==> src/core/apl_map.svh <==
`ifndef APL_MAP_SVH
`define APL_MAP_SVH

// Word indices on the bus; byte address is four times the index
`define APL_IDX_SET    6'h00
`define APL_IDX_CLEAR  6'h01
`define APL_IDX_TOGGLE 6'h02
`define APL_IDX_DIR    6'h03
`define APL_IDX_LATCH  6'h04
`define APL_IDX_PROT   6'h05
`define APL_IDX_SEL0   6'h08
`define APL_IDX_SEL1   6'h09
`define APL_IDX_SEL2   6'h0A

`define APL_PIN_W      15
`define APL_PIN_MASK   15'h5454
`define APL_PIN_RST    15'h0000
`define APL_SEL_W      5
`define APL_SEL_N      3
`define APL_SEL_RST    5'h00
`define APL_PROT_BIT   0
`define APL_WORD_ZERO  32'h0000_0000
`define APL_LANE_W     8

`endif

==> src/core/apl_pkg.sv <==
`include "apl_map.svh"

package apl_pkg;

  typedef enum logic [1:0] {
    APL_BUS_IDLE = 2'b01,
    APL_BUS_ACK  = 2'b10
  } apl_bus_state_t;

  typedef logic [`APL_PIN_W-1:0] apl_pins_t;
  typedef logic [`APL_SEL_W-1:0] apl_sel_t;

endpackage : apl_pkg

==> src/core/apl_core_if.sv <==
`include "apl_map.svh"

interface apl_core_if;
  apl_pkg::apl_pins_t                   setBits;
  apl_pkg::apl_pins_t                   clearBits;
  apl_pkg::apl_pins_t                   toggleBits;
  apl_pkg::apl_pins_t                   dir;
  apl_pkg::apl_pins_t                   latch;
  logic [`APL_SEL_N-1:0]                selWr;
  apl_pkg::apl_sel_t                    selData;
  logic [`APL_SEL_N-1:0][`APL_SEL_W-1:0] selVal;

  modport ctrl (
    output setBits, clearBits, toggleBits, dir, selWr, selData,
    input  latch, selVal
  );
  modport bank (
    input  setBits, clearBits, toggleBits, dir,
    output latch
  );
  modport sel (
    input  selWr, selData,
    output selVal
  );
endinterface : apl_core_if

==> src/core/apl_pin_latch.sv <==
`include "apl_map.svh"

module apl_pin_latch (
  input  wire logic clk_sys,
  input  wire logic rst_b,
  apl_core_if.bank  core
);

  apl_pkg::apl_pins_t next_latch;

  // One vector update, so every addressed pin moves in the same cycle
  always_comb begin
    next_latch = core.latch;
    next_latch = next_latch | core.setBits;
    next_latch = next_latch & ~core.clearBits;
    // Non-output pins are cleared by a toggle instead of inverted
    next_latch = (next_latch & ~core.toggleBits) | (~core.latch & core.dir & core.toggleBits);
    next_latch = next_latch & `APL_PIN_MASK;
  end

  always_ff @(posedge clk_sys or negedge rst_b) begin
    if (!rst_b) begin
      core.latch <= `APL_PIN_RST;
    end else begin
      core.latch <= next_latch;
    end
  end

endmodule : apl_pin_latch

==> src/core/apl_irq_select.sv <==
`include "apl_map.svh"

module apl_irq_select (
  input  wire logic clk_sys,
  input  wire logic rst_b,
  apl_core_if.sel   core
);

  always_ff @(posedge clk_sys or negedge rst_b) begin
    if (!rst_b) begin
      core.selVal <= {`APL_SEL_N{`APL_SEL_RST}};
    end else begin
      for (int i = 0; i < `APL_SEL_N; i++) begin
        if (core.selWr[i]) begin
          core.selVal[i] <= core.selData;
        end
      end
    end
  end

endmodule : apl_irq_select

==> src/core/apl_top.sv <==
`include "apl_map.svh"

// Contract
// Action registers: only pins 2,4,6,10,12,14 exist
// Action registers ignore zeros, always read zero
// Set bit forces latch high, driven if output
// Set on non-output pin: latch high, undriven
// Clear bit forces latch low, undriven if input
// Toggle bit inverts latch on output pins
// Toggle on non-output pin clears the latch
// Select register: 5-bit field, upper bits zero
// Select value picks port A pin 0..31
// Select writes need protected write enable
// Multi-bit action write updates pins together
module apl_top (
  input  wire  logic                  clk_sys,
  input  wire  logic                  rst_b,
  input  wire  logic [7:0]            wb_adr_i,
  input  wire  logic [31:0]           wb_dat_i,
  output logic       [31:0]           wb_dat_o,
  input  wire  logic                  wb_we_i,
  input  wire  logic [3:0]            wb_sel_i,
  input  wire  logic                  wb_cyc_i,
  input  wire  logic                  wb_stb_i,
  output logic                        wb_ack_o,
  output logic       [`APL_PIN_W-1:0] pinOut,
  output logic       [`APL_PIN_W-1:0] pinOe,
  input  wire  logic [31:0]           portAIn,
  output logic       [`APL_SEL_N-1:0] extIrqLine
);

  // Reset release through two flops
  logic rstMeta_b;
  logic rstSync_b;

  always_ff @(posedge clk_sys or negedge rst_b) begin
    if (!rst_b) begin
      rstMeta_b <= 1'b0;
      rstSync_b <= 1'b0;
    end else begin
      rstMeta_b <= 1'b1;
      rstSync_b <= rstMeta_b;
    end
  end

  apl_core_if core ();

  apl_pin_latch u_latch (
    .clk_sys (clk_sys),
    .rst_b   (rstSync_b),
    .core    (core.bank)
  );

  apl_irq_select u_sel (
    .clk_sys (clk_sys),
    .rst_b   (rstSync_b),
    .core    (core.sel)
  );

  function automatic logic [31:0] apl_lane_mask(input logic [3:0] sel);
    logic [31:0] m;
    m = `APL_WORD_ZERO;
    for (int b = 0; b < 4; b++) begin
      m[b*`APL_LANE_W +: `APL_LANE_W] = {`APL_LANE_W{sel[b]}};
    end
    return m;
  endfunction : apl_lane_mask

  function automatic logic [31:0] apl_widen(input logic [`APL_PIN_W-1:0] v);
    return {{(32-`APL_PIN_W){1'b0}}, v};
  endfunction : apl_widen

  // Bus slave state
  apl_pkg::apl_bus_state_t state;
  apl_pkg::apl_bus_state_t next_state;
  logic                    request;
  logic                    wrAck;
  logic [5:0]              adrWord;
  logic [31:0]             wrMasked;
  apl_pkg::apl_pins_t      wrBits;
  logic [31:0]             next_rdData;

  assign request  = wb_cyc_i & wb_stb_i;
  assign adrWord  = wb_adr_i[7:2];
  assign wrMasked = wb_dat_i & apl_lane_mask(wb_sel_i);
  assign wrBits   = wrMasked[`APL_PIN_W-1:0] & `APL_PIN_MASK;
  assign wrAck    = (state == apl_pkg::APL_BUS_ACK) & wb_we_i;
  assign wb_ack_o = (state == apl_pkg::APL_BUS_ACK);

  always_comb begin
    next_state = state;
    unique case (state)
      apl_pkg::APL_BUS_IDLE: begin
        if (request) begin
          next_state = apl_pkg::APL_BUS_ACK;
        end
      end
      apl_pkg::APL_BUS_ACK: begin
        next_state = apl_pkg::APL_BUS_IDLE;
      end
      default: begin
        next_state = apl_pkg::APL_BUS_IDLE;
      end
    endcase
  end

  always_ff @(posedge clk_sys or negedge rstSync_b) begin
    if (!rstSync_b) begin
      state <= apl_pkg::APL_BUS_IDLE;
    end else begin
      state <= next_state;
    end
  end

  // Software-owned configuration
  apl_pkg::apl_pins_t dirReg;
  logic               protEn;

  always_ff @(posedge clk_sys or negedge rstSync_b) begin
    if (!rstSync_b) begin
      dirReg <= `APL_PIN_RST;
    end else if (wrAck && adrWord == `APL_IDX_DIR) begin
      dirReg <= wrBits;
    end
  end

  always_ff @(posedge clk_sys or negedge rstSync_b) begin
    if (!rstSync_b) begin
      protEn <= 1'b0;
    end else if (wrAck && adrWord == `APL_IDX_PROT && wb_sel_i[0]) begin
      protEn <= wb_dat_i[`APL_PROT_BIT];
    end
  end

  // Action strobes last exactly the acknowledged write cycle
  always_comb begin
    core.setBits    = `APL_PIN_RST;
    core.clearBits  = `APL_PIN_RST;
    core.toggleBits = `APL_PIN_RST;
    if (wrAck) begin
      unique case (adrWord)
        `APL_IDX_SET:    core.setBits    = wrBits;
        `APL_IDX_CLEAR:  core.clearBits  = wrBits;
        `APL_IDX_TOGGLE: core.toggleBits = wrBits;
        default: begin
          core.setBits = `APL_PIN_RST;
        end
      endcase
    end
  end

  assign core.dir     = dirReg;
  assign core.selData = wb_dat_i[`APL_SEL_W-1:0];

  // Select writes only land while the protected enable is set
  always_comb begin
    core.selWr = '0;
    if (wrAck && protEn && wb_sel_i[0]) begin
      for (int i = 0; i < `APL_SEL_N; i++) begin
        if (adrWord == `APL_IDX_SEL0 + 6'(i)) begin
          core.selWr[i] = 1'b1;
        end
      end
    end
  end

  // Read data is captured when the request is taken
  always_comb begin
    next_rdData = `APL_WORD_ZERO;
    unique case (adrWord)
      `APL_IDX_DIR:   next_rdData = apl_widen(dirReg);
      `APL_IDX_LATCH: next_rdData = apl_widen(core.latch);
      `APL_IDX_PROT:  next_rdData[`APL_PROT_BIT] = protEn;
      `APL_IDX_SEL0:  next_rdData[`APL_SEL_W-1:0] = core.selVal[0];
      `APL_IDX_SEL1:  next_rdData[`APL_SEL_W-1:0] = core.selVal[1];
      `APL_IDX_SEL2:  next_rdData[`APL_SEL_W-1:0] = core.selVal[2];
      default: begin
        next_rdData = `APL_WORD_ZERO;
      end
    endcase
  end

  always_ff @(posedge clk_sys or negedge rstSync_b) begin
    if (!rstSync_b) begin
      wb_dat_o <= `APL_WORD_ZERO;
    end else if (state == apl_pkg::APL_BUS_IDLE && request) begin
      wb_dat_o <= next_rdData;
    end
  end

  // Pin drive: the latch always follows writes, the pad only when output
  always_ff @(posedge clk_sys or negedge rstSync_b) begin
    if (!rstSync_b) begin
      pinOe <= `APL_PIN_RST;
    end else begin
      pinOe <= dirReg & `APL_PIN_MASK;
    end
  end

  assign pinOut = core.latch;

  // External interrupt lines follow the selected port A pin
  always_ff @(posedge clk_sys or negedge rstSync_b) begin
    if (!rstSync_b) begin
      extIrqLine <= '0;
    end else begin
      for (int i = 0; i < `APL_SEL_N; i++) begin
        extIrqLine[i] <= portAIn[core.selVal[i]];
      end
    end
  end

  // Checks
  property p_ack_single;
    @(posedge clk_sys) disable iff (!rstSync_b)
      wb_ack_o |=> !wb_ack_o;
  endproperty
  a_ack_single: assert property (p_ack_single)
    else $error("ack held longer than one cycle");

  property p_ack_follows;
    @(posedge clk_sys) disable iff (!rstSync_b)
      (state == apl_pkg::APL_BUS_IDLE && request) |=> wb_ack_o;
  endproperty
  a_ack_follows: assert property (p_ack_follows)
    else $error("request not answered in one cycle");

  property p_action_reads_zero;
    @(posedge clk_sys) disable iff (!rstSync_b)
      (wb_ack_o && !wb_we_i && adrWord <= `APL_IDX_TOGGLE) |-> wb_dat_o == `APL_WORD_ZERO;
  endproperty
  a_action_reads_zero: assert property (p_action_reads_zero)
    else $error("action register read nonzero");

  property p_reserved_zero;
    @(posedge clk_sys) disable iff (!rstSync_b)
      (core.latch & ~`APL_PIN_MASK) == `APL_PIN_RST && (pinOe & ~`APL_PIN_MASK) == `APL_PIN_RST;
  endproperty
  a_reserved_zero: assert property (p_reserved_zero)
    else $error("unimplemented pin bit active");

  property p_set_high;
    @(posedge clk_sys) disable iff (!rstSync_b)
      (wrAck && adrWord == `APL_IDX_SET) |=>
        (core.latch & $past(wrBits)) == $past(wrBits);
  endproperty
  a_set_high: assert property (p_set_high)
    else $error("set did not raise all addressed latches");

  property p_clear_low;
    @(posedge clk_sys) disable iff (!rstSync_b)
      (wrAck && adrWord == `APL_IDX_CLEAR) |=>
        (core.latch & $past(wrBits)) == `APL_PIN_RST;
  endproperty
  a_clear_low: assert property (p_clear_low)
    else $error("clear did not lower all addressed latches");

  property p_toggle;
    @(posedge clk_sys) disable iff (!rstSync_b)
      (wrAck && adrWord == `APL_IDX_TOGGLE) |=>
        (core.latch & $past(wrBits)) == ($past(~core.latch & dirReg) & $past(wrBits));
  endproperty
  a_toggle: assert property (p_toggle)
    else $error("toggle result wrong");

  property p_zero_write_keeps;
    @(posedge clk_sys) disable iff (!rstSync_b)
      (wrAck && adrWord <= `APL_IDX_TOGGLE) |=>
        (core.latch & ~$past(wrBits)) == ($past(core.latch) & ~$past(wrBits));
  endproperty
  a_zero_write_keeps: assert property (p_zero_write_keeps)
    else $error("zero bit changed a latch");

  property p_undriven_input;
    @(posedge clk_sys) disable iff (!rstSync_b)
      ##1 (pinOe & ~$past(dirReg)) == `APL_PIN_RST;
  endproperty
  a_undriven_input: assert property (p_undriven_input)
    else $error("non-output pin driven");

  property p_sel_protected;
    @(posedge clk_sys) disable iff (!rstSync_b)
      (wrAck && !protEn) |=> $stable(core.selVal);
  endproperty
  a_sel_protected: assert property (p_sel_protected)
    else $error("select changed without protected enable");

  property p_sel_read;
    @(posedge clk_sys) disable iff (!rstSync_b)
      (wb_ack_o && !wb_we_i && adrWord >= `APL_IDX_SEL0 && adrWord <= `APL_IDX_SEL2) |->
        wb_dat_o[31:`APL_SEL_W] == '0;
  endproperty
  a_sel_read: assert property (p_sel_read)
    else $error("select reserved bits nonzero");

  property p_irq_route;
    @(posedge clk_sys) disable iff (!rstSync_b)
      rstSync_b |=> extIrqLine[0] == $past(portAIn[core.selVal[0]]);
  endproperty
  a_irq_route: assert property (p_irq_route)
    else $error("interrupt line not following selected pin");

  property p_irq_route_1;
    @(posedge clk_sys) disable iff (!rstSync_b)
      rstSync_b |=> extIrqLine[1] == $past(portAIn[core.selVal[1]]);
  endproperty
  a_irq_route_1: assert property (p_irq_route_1)
    else $error("interrupt line 1 not following selected pin");

  property p_irq_route_2;
    @(posedge clk_sys) disable iff (!rstSync_b)
      rstSync_b |=> extIrqLine[2] == $past(portAIn[core.selVal[2]]);
  endproperty
  a_irq_route_2: assert property (p_irq_route_2)
    else $error("interrupt line 2 not following selected pin");

  property p_sel_write;
    @(posedge clk_sys) disable iff (!rstSync_b)
      (wrAck && protEn && wb_sel_i[0] && adrWord == `APL_IDX_SEL0) |=>
        core.selVal[0] == $past(wb_dat_i[`APL_SEL_W-1:0]);
  endproperty
  a_sel_write: assert property (p_sel_write)
    else $error("enabled select write did not land");

  property p_sel_lane;
    @(posedge clk_sys) disable iff (!rstSync_b)
      (wrAck && !wb_sel_i[0]) |=> $stable(core.selVal);
  endproperty
  a_sel_lane: assert property (p_sel_lane)
    else $error("select changed without low byte lane");

  property p_latch_hold;
    @(posedge clk_sys) disable iff (!rstSync_b)
      !(wrAck && adrWord <= `APL_IDX_TOGGLE) |=> $stable(core.latch);
  endproperty
  a_latch_hold: assert property (p_latch_hold)
    else $error("latch changed without action write");

  property p_ack_idle;
    @(posedge clk_sys) disable iff (!rstSync_b)
      (state == apl_pkg::APL_BUS_ACK || !request) |=> !wb_ack_o;
  endproperty
  a_ack_idle: assert property (p_ack_idle)
    else $error("ack without a taken request");

endmodule : apl_top

==> config.mk <==
export PLATFORM = sky130hd
export DESIGN_NAME = apl_top
export DESIGN_NICKNAME = d
export VERILOG_FILES = /design/src/core/apl_pkg.sv /design/src/core/apl_core_if.sv /design/src/core/apl_pin_latch.sv /design/src/core/apl_irq_select.sv /design/src/core/apl_top.sv
export VERILOG_INCLUDE_DIRS = /design/src /design/src/core
export SDC_FILE = /design/constraint.sdc
export NUM_CORES = 1
export LEC_CHECK = 0
export BUFFER_PORTS_ARGS = -buffer_cell sky130_fd_sc_hd__buf_4
export CAP_MARGIN = 10
export CORE_UTILIZATION = 49
export CTS_CLUSTER_DIAMETER = 60
export CTS_CLUSTER_SIZE = 24
export DETAILED_ROUTE_END_ITERATION = 12
export PLACE_DENSITY = 0.81
export SKIP_LAST_GASP = 1
export SLEW_MARGIN = 20
export SYNTH_ARGS = -nofsm -noshare
export SYNTH_HDL_FRONTEND = slang
export SYNTH_HIERARCHICAL = 1
export SYNTH_SLANG_ARGS = --single-unit
==> constraint.sdc <==
create_clock -name clk_sys -period 1.9 [get_ports clk_sys]
set_input_delay 0.475 -clock clk_sys [delete_from_list [all_inputs] [get_ports clk_sys]]
set_output_delay 0.475 -clock clk_sys [all_outputs]
set_load 0.005 [all_outputs]
==> results.md <==
- Asr flop ratio synth: 100%
- Synth Instances: 370
- Crit path from: state[0]
- Post-Syn Area: 3580 µm²
- Fill count: 585
- Setup TNS: 0 ns
- Final std cells w/o fill: 573
- Post_cts resized: 0
- Final wirelength: 9.63 mm
- Ys flop type: dfrtp_1
- Crit Path Category: register to register
- CP max FO: 5
- Root Buffer: clkbuf_8
- Cell Pwr Density: 535 nW/µm²
- YS warnings: 6
- Hold buffers post-CTS: 1
- Storage cell area: 1400 µm²
- Fmax: 0.590 GHz
- Ant. Diodes: 0
- CTS sink count: 56
- Number of synthesized flops with an enable pin: 0
- Status: complete, no violations
- Initial core utilization: 51.6%
- Overall power: 2390 µW
- Remaining DRCs: 0
- Rel. slew slack: 62.7%
- # H-tree levels: 2
- Die area: 7660 µm²
- Final-report hold violation count: 0
- Number of core rows: 30
- Reg2reg setup slack: 0.21 ns
- RePlAce Congestion: 0.968
- RSZ-0062 raised after global routing: false
- Yosys cell types: 42
- GR Overflow Total: 0
- MaxCap Viol Count: 0
- Clock Tree Buf Depth: 2
- Remaining antenna violation count: 0
- Critical R2R Launch: state[0]
- Via count of the first global-routing pass: 3217
- Io pins: 147
- Share of layout cells above drive strength 1: 30.0%
- Setup Skew: 0.0131 ns
- Largest net degree at the start of global routing: 31
- Worst setup EP type: register
- Global-route wire length before repair: 15.5 mm
- Fin. max-slew vios: 0
- Fin crit share: 89.2%
- DRT Pass-1 Iters: 4
- Crit start category: register
- Seq/Total Area, Yosys: 39.2%
- Leak: 0.00202 µW
- Final setup fails: 0
- Post-place setup slack: -0.0559 ns
- Clk_lat worst skew: 0.31 ns
- Required @ worst endpoint: 2.09 ns
- First DRT Iteration DRCs: 125
- Hpwl dp: 7.54 mm
- Tightest Hold Check Type: register to async pin
- Maximum vdd drop: 0.339 mV
- Cell Area, Placed: 4360 µm²
- Worst Tran Pin Value: 0.559 ns
- Core area: 6940 µm²
- Final nets: 557
- Mean routed wirelength per cell: 16.8 µm
- Avg Cell Area, Syn: 9.68 µm²
- Antenna violations before repair: 0
- R2R Path End: u_sel/core.selVal[12]
- Design area: 4480 µm²
- Port buffer count: 84
- CTS tree: yes
- Placed insts: 564
- Tmin final: 1.69 ns
- Worst reg2reg path depth: 4
- Crit path DAT: 1.88 ns
- Die Span X: 87.5 µm
- GRT Total Usage: 26.3%
- Final Worst Setup Slack: 0.206 ns
- Total CTS buffers: 5
- Area Overhead vs Synth: 25.0%
- Multi-input gate area: 1940 µm²
- Vias after detailed routing: 3119
- Clk slew on worst S/H paths: 0.10 ns
- Post-DR vias/cell: 5.44
- Setup bufs post-CTS: 0
- Most common cell after layout, fill and taps aside: buf_4
- Most frequent cells in the layout: 108 x buf_4, 54 x dfrtp_1, 48 x mux2i_1
- Yosys reg bits: 56
- Chip height: 87.5 µm
critical path: stages, from the launching register on:
cell	delay, ns
dfstp_2	0.38
nor2b_1	0.22
and3_1	0.26
and3_1	0.33
mux2_2	0.38
worst max path at each step:
stage	to	depth (start not counted)
after global routing	u_latch/core.latch[14]	7
after detailed placement	wb_dat_o[1]	8
after floorplan	u_sel/core.selVal[0]	4
after CTS	u_sel/core.selVal[7]	4
after global placement	u_sel/core.selVal[10]	5
final	u_sel/core.selVal[12]	4
synth_stat cells (4+ instances only):
cell,count,area [µm²]
nor2_1,40,150
nand3_1,13,65.1
a222oi_1,4,40.0
nand4b_1,7,61.3
a31oi_1,5,31.3
mux2i_1,48,480
o32ai_1,5,43.8
nand2_1,46,173
and2_1,4,25.0
buf_4,37,278
mux2_2,15,169
o21ai_1,8,40.0
a221oi_1,5,43.8
buf_2,5,25.0
and3_1,10,62.6
a22oi_1,13,97.6
nor2b_1,9,56.3
dfrtp_1,55,1380
buf_6,5,56.3
logic make-up after synthesis:
family,Yosys count,share of synthesized area [%]
flops,56,39.2
buf+inv,48,10.1
xor+xnor,1,0.245
compound gates,57,12.0
other cells,3,0.314
mux,64,18.4
simple gates,141,19.7
flip-flops by register name (all words and copies together), names as in the netlist:
name and cells:
extIrqLine 3, rstSync_b 1, rstMeta_b 1, protEn 1, wb_dat_o 15, core.dir 6
u_latch/core.latch 6, u_sel/core.selVal 15, pinOe 6, state 2
per-layer routing:
layer  vias to the layer above  track usage (%)  routed length, µm
met3                        20             4.55                500
met5                         -                0                  0
li1                       1490                -                  -
met2                       113             46.7               5020
met1                      1496             31.5               3880
met4                         0             10.7                235
area by class of cell:
class / count / share of cell area (%)
multi-input cells: 299 / 43.3
flip-flops and latches: 56 / 31.4
repair buffers: 113 / 20.1
well taps: 96 / 2.68
clock buffers: 6 / 1.62
clock inverters: 2 / 0.783
inverters: 1 / 0.0838
where the power goes:
part / internal [µW] / switching (µW)
clock network: 392 / 377
logic: 186 / 176
registers: 1230 / 31.2
total: 1810 / 585
metrics by stage:
stage	utilization, %	hold WS [ns]
after floorplan	-	0.179
after global placement	62.8	0.258
after detailed placement	62.8	0.259
after CTS	64.5	0.272
after global routing	64.5	0.315
final	64.5	0.262
(Power assumes the default switching activity.)
